--- config.mk ---
export PLATFORM = sky130hd
export DESIGN_NAME = sser_status
export DESIGN_NICKNAME = d
export VERILOG_FILES = /design/src/sser_pkg.sv /design/src/sser_status.sv /design/src/sser_errq_mem.sv
export SDC_FILE = /design/constraint.sdc
export NUM_CORES = 1
export LEC_CHECK = 0
export ABC_AREA = 0
export BUFFER_PORTS_ARGS = -buffer_cell sky130_fd_sc_hd__buf_2
export CORE_ASPECT_RATIO = 2
export CORE_UTILIZATION = 47
export DETAILED_ROUTE_END_ITERATION = 8
export PLACE_DENSITY = 0.69
export SYNTH_ARGS = -nofsm -noshare
export SYNTH_HDL_FRONTEND = slang
export SYNTH_SLANG_ARGS = --single-unit
--- constraint.sdc ---
create_clock -name clk_i -period 5.85 [get_ports clk_i]
set_input_delay 0.585 -clock clk_i [delete_from_list [all_inputs] [get_ports clk_i]]
set_output_delay 0.585 -clock clk_i [all_outputs]
set_load 0.01 [all_outputs]
--- src/sser_pkg.sv ---
// Constants and types for the status event register block
package sser_pkg;
   // Query / command codes on the command port
   typedef enum logic [3:0] {
      SSER_CMD_NONE      = 4'h0,
      SSER_CMD_QCOND_RD  = 4'h1,
      SSER_CMD_QEVT_RD   = 4'h2,
      SSER_CMD_QENA_RD   = 4'h3,
      SSER_CMD_QENA_WR   = 4'h4,
      SSER_CMD_OCOND_RD  = 4'h5,
      SSER_CMD_OEVT_RD   = 4'h6,
      SSER_CMD_OENA_RD   = 4'h7,
      SSER_CMD_OENA_WR   = 4'h8,
      SSER_CMD_PRESET    = 4'h9,
      SSER_CMD_CLS       = 4'hA,
      SSER_CMD_ERR_RD    = 4'hB,
      SSER_CMD_VER_RD    = 4'hC
   } sser_cmd_t;

   localparam int REG_W = 16;
   localparam logic [15:0] REG_RST = 16'h0000;
   localparam logic [15:0] ENA_MASK = 16'h7FFF;
   // Implemented questionable bits: 0,1,5,9,10,11,12
   localparam logic [15:0] QUES_USED = 16'h1E23;
   localparam logic [15:0] OPER_USED = 16'h0000;
   localparam int QUES_VOLT_OVL = 0;
   localparam int QUES_CURR_OVL = 1;
   localparam int QUES_FREQ_NULL = 5;
   localparam int QUES_OHM_OVL = 9;
   localparam int QUES_CAP_OVL = 10;
   localparam int QUES_LIM_LO = 11;
   localparam int QUES_LIM_HI = 12;
   localparam int STB_QUES_BIT = 3;
   localparam int STB_OPER_BIT = 7;
   localparam int STB_ERR_BIT = 2;

   // Error queue
   localparam int ERRQ_DEPTH = 8;
   localparam int ERRQ_AW = 3;
   localparam int ERRQ_CNT_W = 4;
   localparam int ERR_CODE_W = 16;
   localparam logic [15:0] ERR_NONE = 16'h0000;
   localparam logic [15:0] ERR_OVERFLOW = 16'hFEA2; // -350

   // Version 1994.0 as fixed-point: year and tenths
   localparam logic [15:0] VER_MAJOR = 16'h07CA; // 1994
   localparam logic [3:0] VER_MINOR = 4'h0;

   typedef enum logic [1:0] {
      SSER_ST_IDLE = 2'b00,
      SSER_ST_READ = 2'b01,
      SSER_ST_ANSW = 2'b11
   } sser_state_t;
endpackage

--- src/sser_status.sv ---
// Questionable/operation status groups, summary bits and error queue
`timescale 1ns/1ps
module sser_status (
   // Clock and reset
   input wire logic clk_i,
   input wire logic rstn_i,
   // Monitored instrument conditions
   input wire logic volt_ovl_i,
   input wire logic curr_ovl_i,
   input wire logic freq_null_i,
   input wire logic ohm_ovl_i,
   input wire logic cap_ovl_i,
   input wire logic lim_lo_i,
   input wire logic lim_hi_i,
   // Command port
   input wire logic cmd_valid_i,
   input wire sser_pkg::sser_cmd_t cmd_i,
   input wire logic [15:0] cmd_wdata_i,
   // Error reporting
   input wire logic err_push_i,
   input wire logic [15:0] err_code_i,
   // Service request enable for the summary bits
   input wire logic [7:0] srq_enable_i,
   // Answer
   output logic rsp_valid_o,
   output logic [15:0] rsp_data_o,
   output logic [3:0] rsp_frac_o,
   output logic busy_o,
   // Status byte contribution and service request
   output logic [7:0] status_byte_o,
   output logic srq_o
);
   logic [15:0] ques_cond_r;
   logic [15:0] ques_cond_d_r;
   logic [15:0] ques_evt_r;
   logic [15:0] ques_ena_r;
   logic [15:0] oper_evt_r;
   logic [15:0] oper_ena_r;
   logic [15:0] ques_cond_nxt;
   logic ques_sum;
   logic oper_sum;
   logic cmd_take;
   logic qevt_rd;
   logic oevt_rd;
   logic cls;
   logic pop;
   logic push_ok;
   logic push_ovf;
   logic full;
   logic ovf_r;
   logic [sser_pkg::ERRQ_AW-1:0] wptr_r;
   logic [sser_pkg::ERRQ_AW-1:0] rptr_r;
   logic [sser_pkg::ERRQ_CNT_W-1:0] cnt_r;
   logic [15:0] mem_rdata;
   logic empty_at_pop_r;
   logic [7:0] stb_nxt;
   sser_pkg::sser_state_t state_r;
   sser_pkg::sser_cmd_t cmd_r;

   assign cmd_take = cmd_valid_i && (state_r == sser_pkg::SSER_ST_IDLE);
   assign qevt_rd = cmd_take && (cmd_i == sser_pkg::SSER_CMD_QEVT_RD);
   assign oevt_rd = cmd_take && (cmd_i == sser_pkg::SSER_CMD_OEVT_RD);
   assign cls = cmd_take && (cmd_i == sser_pkg::SSER_CMD_CLS);
   assign pop = cmd_take && (cmd_i == sser_pkg::SSER_CMD_ERR_RD);

   // Condition sampling of the fault inputs
   always_comb begin
      ques_cond_nxt = sser_pkg::REG_RST;
      ques_cond_nxt[sser_pkg::QUES_VOLT_OVL] = volt_ovl_i;
      ques_cond_nxt[sser_pkg::QUES_CURR_OVL] = curr_ovl_i;
      ques_cond_nxt[sser_pkg::QUES_FREQ_NULL] = freq_null_i;
      ques_cond_nxt[sser_pkg::QUES_OHM_OVL] = ohm_ovl_i;
      ques_cond_nxt[sser_pkg::QUES_CAP_OVL] = cap_ovl_i;
      ques_cond_nxt[sser_pkg::QUES_LIM_LO] = lim_lo_i;
      ques_cond_nxt[sser_pkg::QUES_LIM_HI] = lim_hi_i;
   end

   always_ff @(posedge clk_i) begin
      if (!rstn_i) begin
         ques_cond_r <= sser_pkg::REG_RST;
         ques_cond_d_r <= sser_pkg::REG_RST;
      end else begin
         ques_cond_r <= ques_cond_nxt & sser_pkg::QUES_USED;
         ques_cond_d_r <= ques_cond_r;
      end
   end

   // Event latches; a new edge wins over a read or clear
   always_ff @(posedge clk_i) begin
      if (!rstn_i) begin
         ques_evt_r <= sser_pkg::REG_RST;
      end else begin
         ques_evt_r <= ((qevt_rd || cls) ? sser_pkg::REG_RST : ques_evt_r)
            | (ques_cond_r & ~ques_cond_d_r);
      end
   end

   // Operation group reports no conditions, so its event stays clear
   always_ff @(posedge clk_i) begin
      if (!rstn_i) begin
         oper_evt_r <= sser_pkg::REG_RST;
      end else if (oevt_rd || cls) begin
         oper_evt_r <= sser_pkg::REG_RST;
      end else begin
         oper_evt_r <= oper_evt_r & sser_pkg::OPER_USED;
      end
   end

   // Enable masks
   always_ff @(posedge clk_i) begin
      if (!rstn_i) begin
         ques_ena_r <= sser_pkg::REG_RST;
         oper_ena_r <= sser_pkg::REG_RST;
      end else if (cmd_take) begin
         case (cmd_i)
            sser_pkg::SSER_CMD_QENA_WR:
               ques_ena_r <= cmd_wdata_i & sser_pkg::ENA_MASK;
            sser_pkg::SSER_CMD_OENA_WR:
               oper_ena_r <= cmd_wdata_i & sser_pkg::ENA_MASK;
            sser_pkg::SSER_CMD_PRESET: begin
               ques_ena_r <= sser_pkg::REG_RST;
               oper_ena_r <= sser_pkg::REG_RST;
            end
            default: begin
               ques_ena_r <= ques_ena_r;
               oper_ena_r <= oper_ena_r;
            end
         endcase
      end
   end

   // Error queue
   assign full = (cnt_r == 4'(sser_pkg::ERRQ_DEPTH));
   assign push_ok = err_push_i && !full && !ovf_r && !pop;
   assign push_ovf = err_push_i && full && !ovf_r && !pop;

   always_ff @(posedge clk_i) begin
      if (!rstn_i) begin
         wptr_r <= '0;
         rptr_r <= '0;
         cnt_r <= '0;
         ovf_r <= 1'b0;
      end else if (cls) begin
         wptr_r <= '0;
         rptr_r <= '0;
         cnt_r <= '0;
         ovf_r <= 1'b0;
      end else if (pop) begin
         if (cnt_r != '0) begin
            rptr_r <= rptr_r + 3'h1;
            cnt_r <= cnt_r - 4'h1;
         end else begin
            // Overflow code is handed out last, then storing resumes
            ovf_r <= 1'b0;
         end
      end else if (push_ok) begin
         wptr_r <= wptr_r + 3'h1;
         cnt_r <= cnt_r + 4'h1;
      end else if (push_ovf) begin
         ovf_r <= 1'b1;
      end
   end

   sser_errq_mem u_mem (
      .clk_i   (clk_i),
      .we_i    (push_ok),
      .waddr_i (wptr_r),
      .wdata_i (err_code_i),
      .raddr_i (rptr_r),
      .rdata_o (mem_rdata)
   );

   // Query sequencer: take, wait a cycle for memory, answer
   always_ff @(posedge clk_i) begin
      if (!rstn_i) begin
         state_r <= sser_pkg::SSER_ST_IDLE;
         cmd_r <= sser_pkg::SSER_CMD_NONE;
         empty_at_pop_r <= 1'b0;
      end else begin
         case (state_r)
            sser_pkg::SSER_ST_IDLE: begin
               if (cmd_take) begin
                  state_r <= sser_pkg::SSER_ST_READ;
                  cmd_r <= cmd_i;
                  empty_at_pop_r <= (cnt_r == '0) && !ovf_r;
               end
            end
            sser_pkg::SSER_ST_READ: state_r <= sser_pkg::SSER_ST_ANSW;
            sser_pkg::SSER_ST_ANSW: state_r <= sser_pkg::SSER_ST_IDLE;
            default: state_r <= sser_pkg::SSER_ST_IDLE;
         endcase
      end
   end

   // Read data is captured at the take so the clearing read returns it
   logic [15:0] snap_r;
   logic ovf_at_pop_r;
   always_ff @(posedge clk_i) begin
      if (!rstn_i) begin
         snap_r <= '0;
         ovf_at_pop_r <= 1'b0;
      end else if (cmd_take) begin
         ovf_at_pop_r <= ovf_r && (cnt_r == '0);
         case (cmd_i)
            sser_pkg::SSER_CMD_QCOND_RD: snap_r <= ques_cond_r;
            sser_pkg::SSER_CMD_QEVT_RD: snap_r <= ques_evt_r;
            sser_pkg::SSER_CMD_QENA_RD: snap_r <= ques_ena_r;
            sser_pkg::SSER_CMD_OCOND_RD: snap_r <= sser_pkg::REG_RST;
            sser_pkg::SSER_CMD_OEVT_RD: snap_r <= oper_evt_r;
            sser_pkg::SSER_CMD_OENA_RD: snap_r <= oper_ena_r;
            sser_pkg::SSER_CMD_VER_RD: snap_r <= sser_pkg::VER_MAJOR;
            default: snap_r <= '0;
         endcase
      end
   end

   always_ff @(posedge clk_i) begin
      if (!rstn_i) begin
         rsp_valid_o <= 1'b0;
         rsp_data_o <= '0;
      end else if (state_r == sser_pkg::SSER_ST_READ) begin
         rsp_valid_o <= 1'b1;
         if (cmd_r == sser_pkg::SSER_CMD_ERR_RD) begin
            if (empty_at_pop_r) begin
               rsp_data_o <= sser_pkg::ERR_NONE;
            end else if (ovf_at_pop_r) begin
               rsp_data_o <= sser_pkg::ERR_OVERFLOW;
            end else begin
               rsp_data_o <= mem_rdata;
            end
         end else begin
            rsp_data_o <= snap_r;
         end
      end else begin
         rsp_valid_o <= 1'b0;
      end
   end

   // Tenths of the version number, shown with every answer
   always_ff @(posedge clk_i) begin
      if (!rstn_i) begin
         rsp_frac_o <= '0;
      end else if (state_r == sser_pkg::SSER_ST_READ) begin
         rsp_frac_o <= sser_pkg::VER_MINOR;
      end
   end

   always_ff @(posedge clk_i) begin
      if (!rstn_i) begin
         busy_o <= 1'b0;
      end else begin
         busy_o <= cmd_take || (state_r == sser_pkg::SSER_ST_READ);
      end
   end

   // Summary bits and service request
   assign ques_sum = |(ques_evt_r & ques_ena_r & sser_pkg::QUES_USED);
   assign oper_sum = |(oper_evt_r & oper_ena_r & sser_pkg::OPER_USED);

   always_comb begin
      stb_nxt = 8'h00;
      stb_nxt[sser_pkg::STB_QUES_BIT] = ques_sum;
      stb_nxt[sser_pkg::STB_OPER_BIT] = oper_sum;
      stb_nxt[sser_pkg::STB_ERR_BIT] = (cnt_r != '0) || ovf_r;
   end

   always_ff @(posedge clk_i) begin
      if (!rstn_i) begin
         status_byte_o <= 8'h00;
      end else begin
         status_byte_o <= stb_nxt;
      end
   end

   // Request uses the same next byte so both outputs move together
   always_ff @(posedge clk_i) begin
      if (!rstn_i) begin
         srq_o <= 1'b0;
      end else begin
         srq_o <= |(stb_nxt & srq_enable_i);
      end
   end
endmodule

--- src/sser_errq_mem.sv ---
// Small memory holding error queue codes
`timescale 1ns/1ps
module sser_errq_mem (
   // Clock
   input wire logic clk_i,
   // Write port
   input wire logic we_i,
   input wire logic [sser_pkg::ERRQ_AW-1:0] waddr_i,
   input wire logic [sser_pkg::ERR_CODE_W-1:0] wdata_i,
   // Read port
   input wire logic [sser_pkg::ERRQ_AW-1:0] raddr_i,
   output logic [sser_pkg::ERR_CODE_W-1:0] rdata_o
);
   logic [sser_pkg::ERR_CODE_W-1:0] mem [sser_pkg::ERRQ_DEPTH];

   always_ff @(posedge clk_i) begin
      if (we_i) begin
         mem[waddr_i] <= wdata_i;
      end
   end

   always_ff @(posedge clk_i) begin
      rdata_o <= mem[raddr_i];
   end
endmodule

==> impl_metrics.csv <==
group,metric,value,unit
outcome,status,"finished clean",
synthesis,syn_inst,722,
critical_path,cp-end-kind,"flip-flop",
critical_path,critPathMaxFanout,29,
place,dp_slack,2.38,ns
timing,drv_slew,0,
synthesis,synth.most_common_cell,"edfxtp_1",
timing,grt_setup_unrepaired,"no",
timing,setup_viol,0,
synthesis,synth_xor_area_frac,0.00360,
global_routing,antenna_found_initial,0,
drt,ant_nets,0,
floorplan,ios,86,
synthesis,synth_adder_area_share,0.00489,
floorplan,die_w,104,µm
clock_network,tritoncts,"built",
place,place_area,10300,µm²
synthesis,yosys_warnings,0,
cells_and_area,drive_gt1_frac,0.231,
synthesis,synth_top_area_share,0.395,
synthesis,async_reset_ff_frac,0,
cells_and_area,synthToLayoutAreaGrowth,13.2,%
timing,worst_pin_slew,1.15,ns
synthesis,synth_area_per_cell,13.5,µm²
clock_network,root_buffer,"clkbuf_16",
synthesis,ys.flop_type,"edfxtp_1",
timing,fin_crit_sh,0.497,
pwr,p_per_area,329,nW/µm²
pwr,ir_drop,244,µV
global_routing,grt_max_degree,51,
synthesis,ys_top_cells_by_area,"edfxtp_1, dfxtp_1, mux4_2, mux2i_1, mux2_2",
timing,timing.fmax,344,MHz
synthesis,synth_compound_area_frac,0.0678,
floorplan,num_rows,74,
place,place.gp.congestion,0.840,
drt,routedWlPerCell,19.7,µm
timing,final.setup.worst_slack,2.94,ns
global_routing,grt_pass1_wl,33.1,mm
run,drv_cap,0,
synthesis,ys_seq_elements,250,
place,port_buffers,68,
cells_and_area,fill_cells,1745,
clock_network,cts-buffers-inserted,22,
clock_network,hold_buffers,0,
clock_network,cts.sinks,250,
global_routing,grt-ovfl-total,0,
timing,holdWs,0.297,ns
drt,routed_via_density,5.57,
floorplan,core,20400,µm²
cells_and_area,antenna_cells,0,
timing,clock_skew,0.0176,ns
floorplan,initial_core_util,0.478,
cells_and_area,instances_no_fill,1057,
timing,final-hold-violation-count,0,
min_path,hold_depth,2,
clock_network,cts_resized,0,
synthesis,synth_top_family_by_area,"multiplexers",
synthesis,yosys.area_share.simple,0.0980,
place,post-dp-hpwl,14.3,mm
synthesis,ys_seq_area_frac,0.646,
drt,routed_wl,20.9,mm
drt,dr.pass1.iters,5,
critical_path,worst-setup-path-type,"in2reg",
synthesis,ys_top_cells_by_count,"edfxtp_1, dfxtp_1, nor2_1",
floorplan,dieArea,21300,µm²
drt,drc_errors,0,
synthesis,synth_area,9730,µm²
synthesis,synth_cell_type_count,55,
clock_network,cts.reportedPaths.clkPinSlew,0.06,ns
drt,vias,5884,
critical_path,required,5.96,ns
critical_path,start_kind,"input pin",
critical_path,rr_worst_depth,4,
timing,tns,0,ns
global_routing,grt_use_total,0.200,
timing,period_needed,2.91,ns
timing,max_slew_margin,0.235,
synthesis,synth_top_cell_by_area,"edfxtp_1",
global_routing,grt_pass1_vias,6276,
floorplan,die_h,205,µm
cells_and_area,fin_nets,833,
critical_path,crit_arrival,3.02,ns
clock_network,post_cts_buffers,0,
synthesis,synth_edf_count,128,
place,dp_cells,1017,
clock_network,clockBufferDepth,3,
cells_and_area,design_area,11000,µm²
clock_network,clock_latency,0.51,ns
synthesis,synthMuxAreaShare,0.145,
pwr,cellLeakagePower,4.09,nW
clock_network,htreeDepth,1,
min_path,hp-class,"in2reg",
drt,drtIter0Drc,241,
## worst paths after layout
path,from,endpoint,slack [ns]
max,cmd_i[2],u_mem.mem[7][6],2.94
max reg2reg,state_r[1],u_mem.mem[7][6],3.11
min reg2reg,ques_cond_d_r[1],ques_evt_r[1],0.43
min,srq_enable_i[3],srq_o,0.30
## placed cells by master, fill, tap and decap left out, drive strengths merged, types with 6 or more instances in the layout
cell      n
a22oi    12
o31ai     8
clkbuf   28
inv      14
mux2i    42
buf      75
nand3     6
a21oi    35
dfxtp   122
mux4     32
conb     10
nand2    41
nor2     65
a211oi   11
nor3     20
nor2b    17
mux2     24
o21ai    24
and2     11
edfxtp  128
## where the power goes
part           internal, W  total (W)  switching, W
Clock             0.000859    0.00148      0.000619
Sequential         0.00190    0.00194     0.0000355
Combinational    0.0000808   0.000207      0.000126
Total              0.00284    0.00362      0.000780
## final cells by class
class	count	area [µm²]	area share
Inverter	12	45.0	0.00409
Timing Repair Buffer	75	393	0.0357
Clock buffer	28	598	0.0543
Clock inverter	12	139	0.0126
Sequential cell	250	6290	0.571
Tap cell	266	333	0.0302
Multi-Input combinational cell	414	3210	0.292
## critical path: stages
cell and delay (ns):
buf_2 0.49, and3b_1 0.31, nand2_1 0.17, nand4_1 0.40, nor2_2 1.03
## through the flow
step | util | total power, W
floorplan | - | 0.00210
global placement | 0.504 | 0.00217
detailed placement | 0.504 | 0.00219
CTS | 0.540 | 0.00365
global route | 0.540 | 0.00374
finish | 0.540 | 0.00362
## sequential cells by signal, summed over array words and instances (netlist names), 4 cells and up
register       flops
cmd_r              4
u_mem.mem        128
rsp_data_o        16
u_mem.rdata_o     16
oper_ena_r        15
snap_r            15
ques_ena_r        15
ques_evt_r         7
cnt_r              4
ques_cond_r        7
ques_cond_d_r      7
## layer usage
metal / wire length, µm / vias up / GRT usage
li1: - / 2744 / -
met1: 7240 / 2915 / 0.203
met2: 11900 / 178 / 0.398
met3: 900 / 47 / 0.0266
met4: 801 / 0 / 0.0923
met5: 0 / - / 0
## kinds of logic (layout without fill, tap and decap cells)
family / after synthesis / count (layout)
flip-flops: 250 / 250
AND/OR/NAND/NOR: 191 / 191
AO/OA/AOI/OAI: 107 / 107
multiplexers: 98 / 98
buffers and inverters: 67 / 127
adder cells (fa/ha/maj): 4 / 4
XOR/XNOR: 4 / 4
other: 1 / 10
Note: power is estimated with default switching activity, not from simulation.
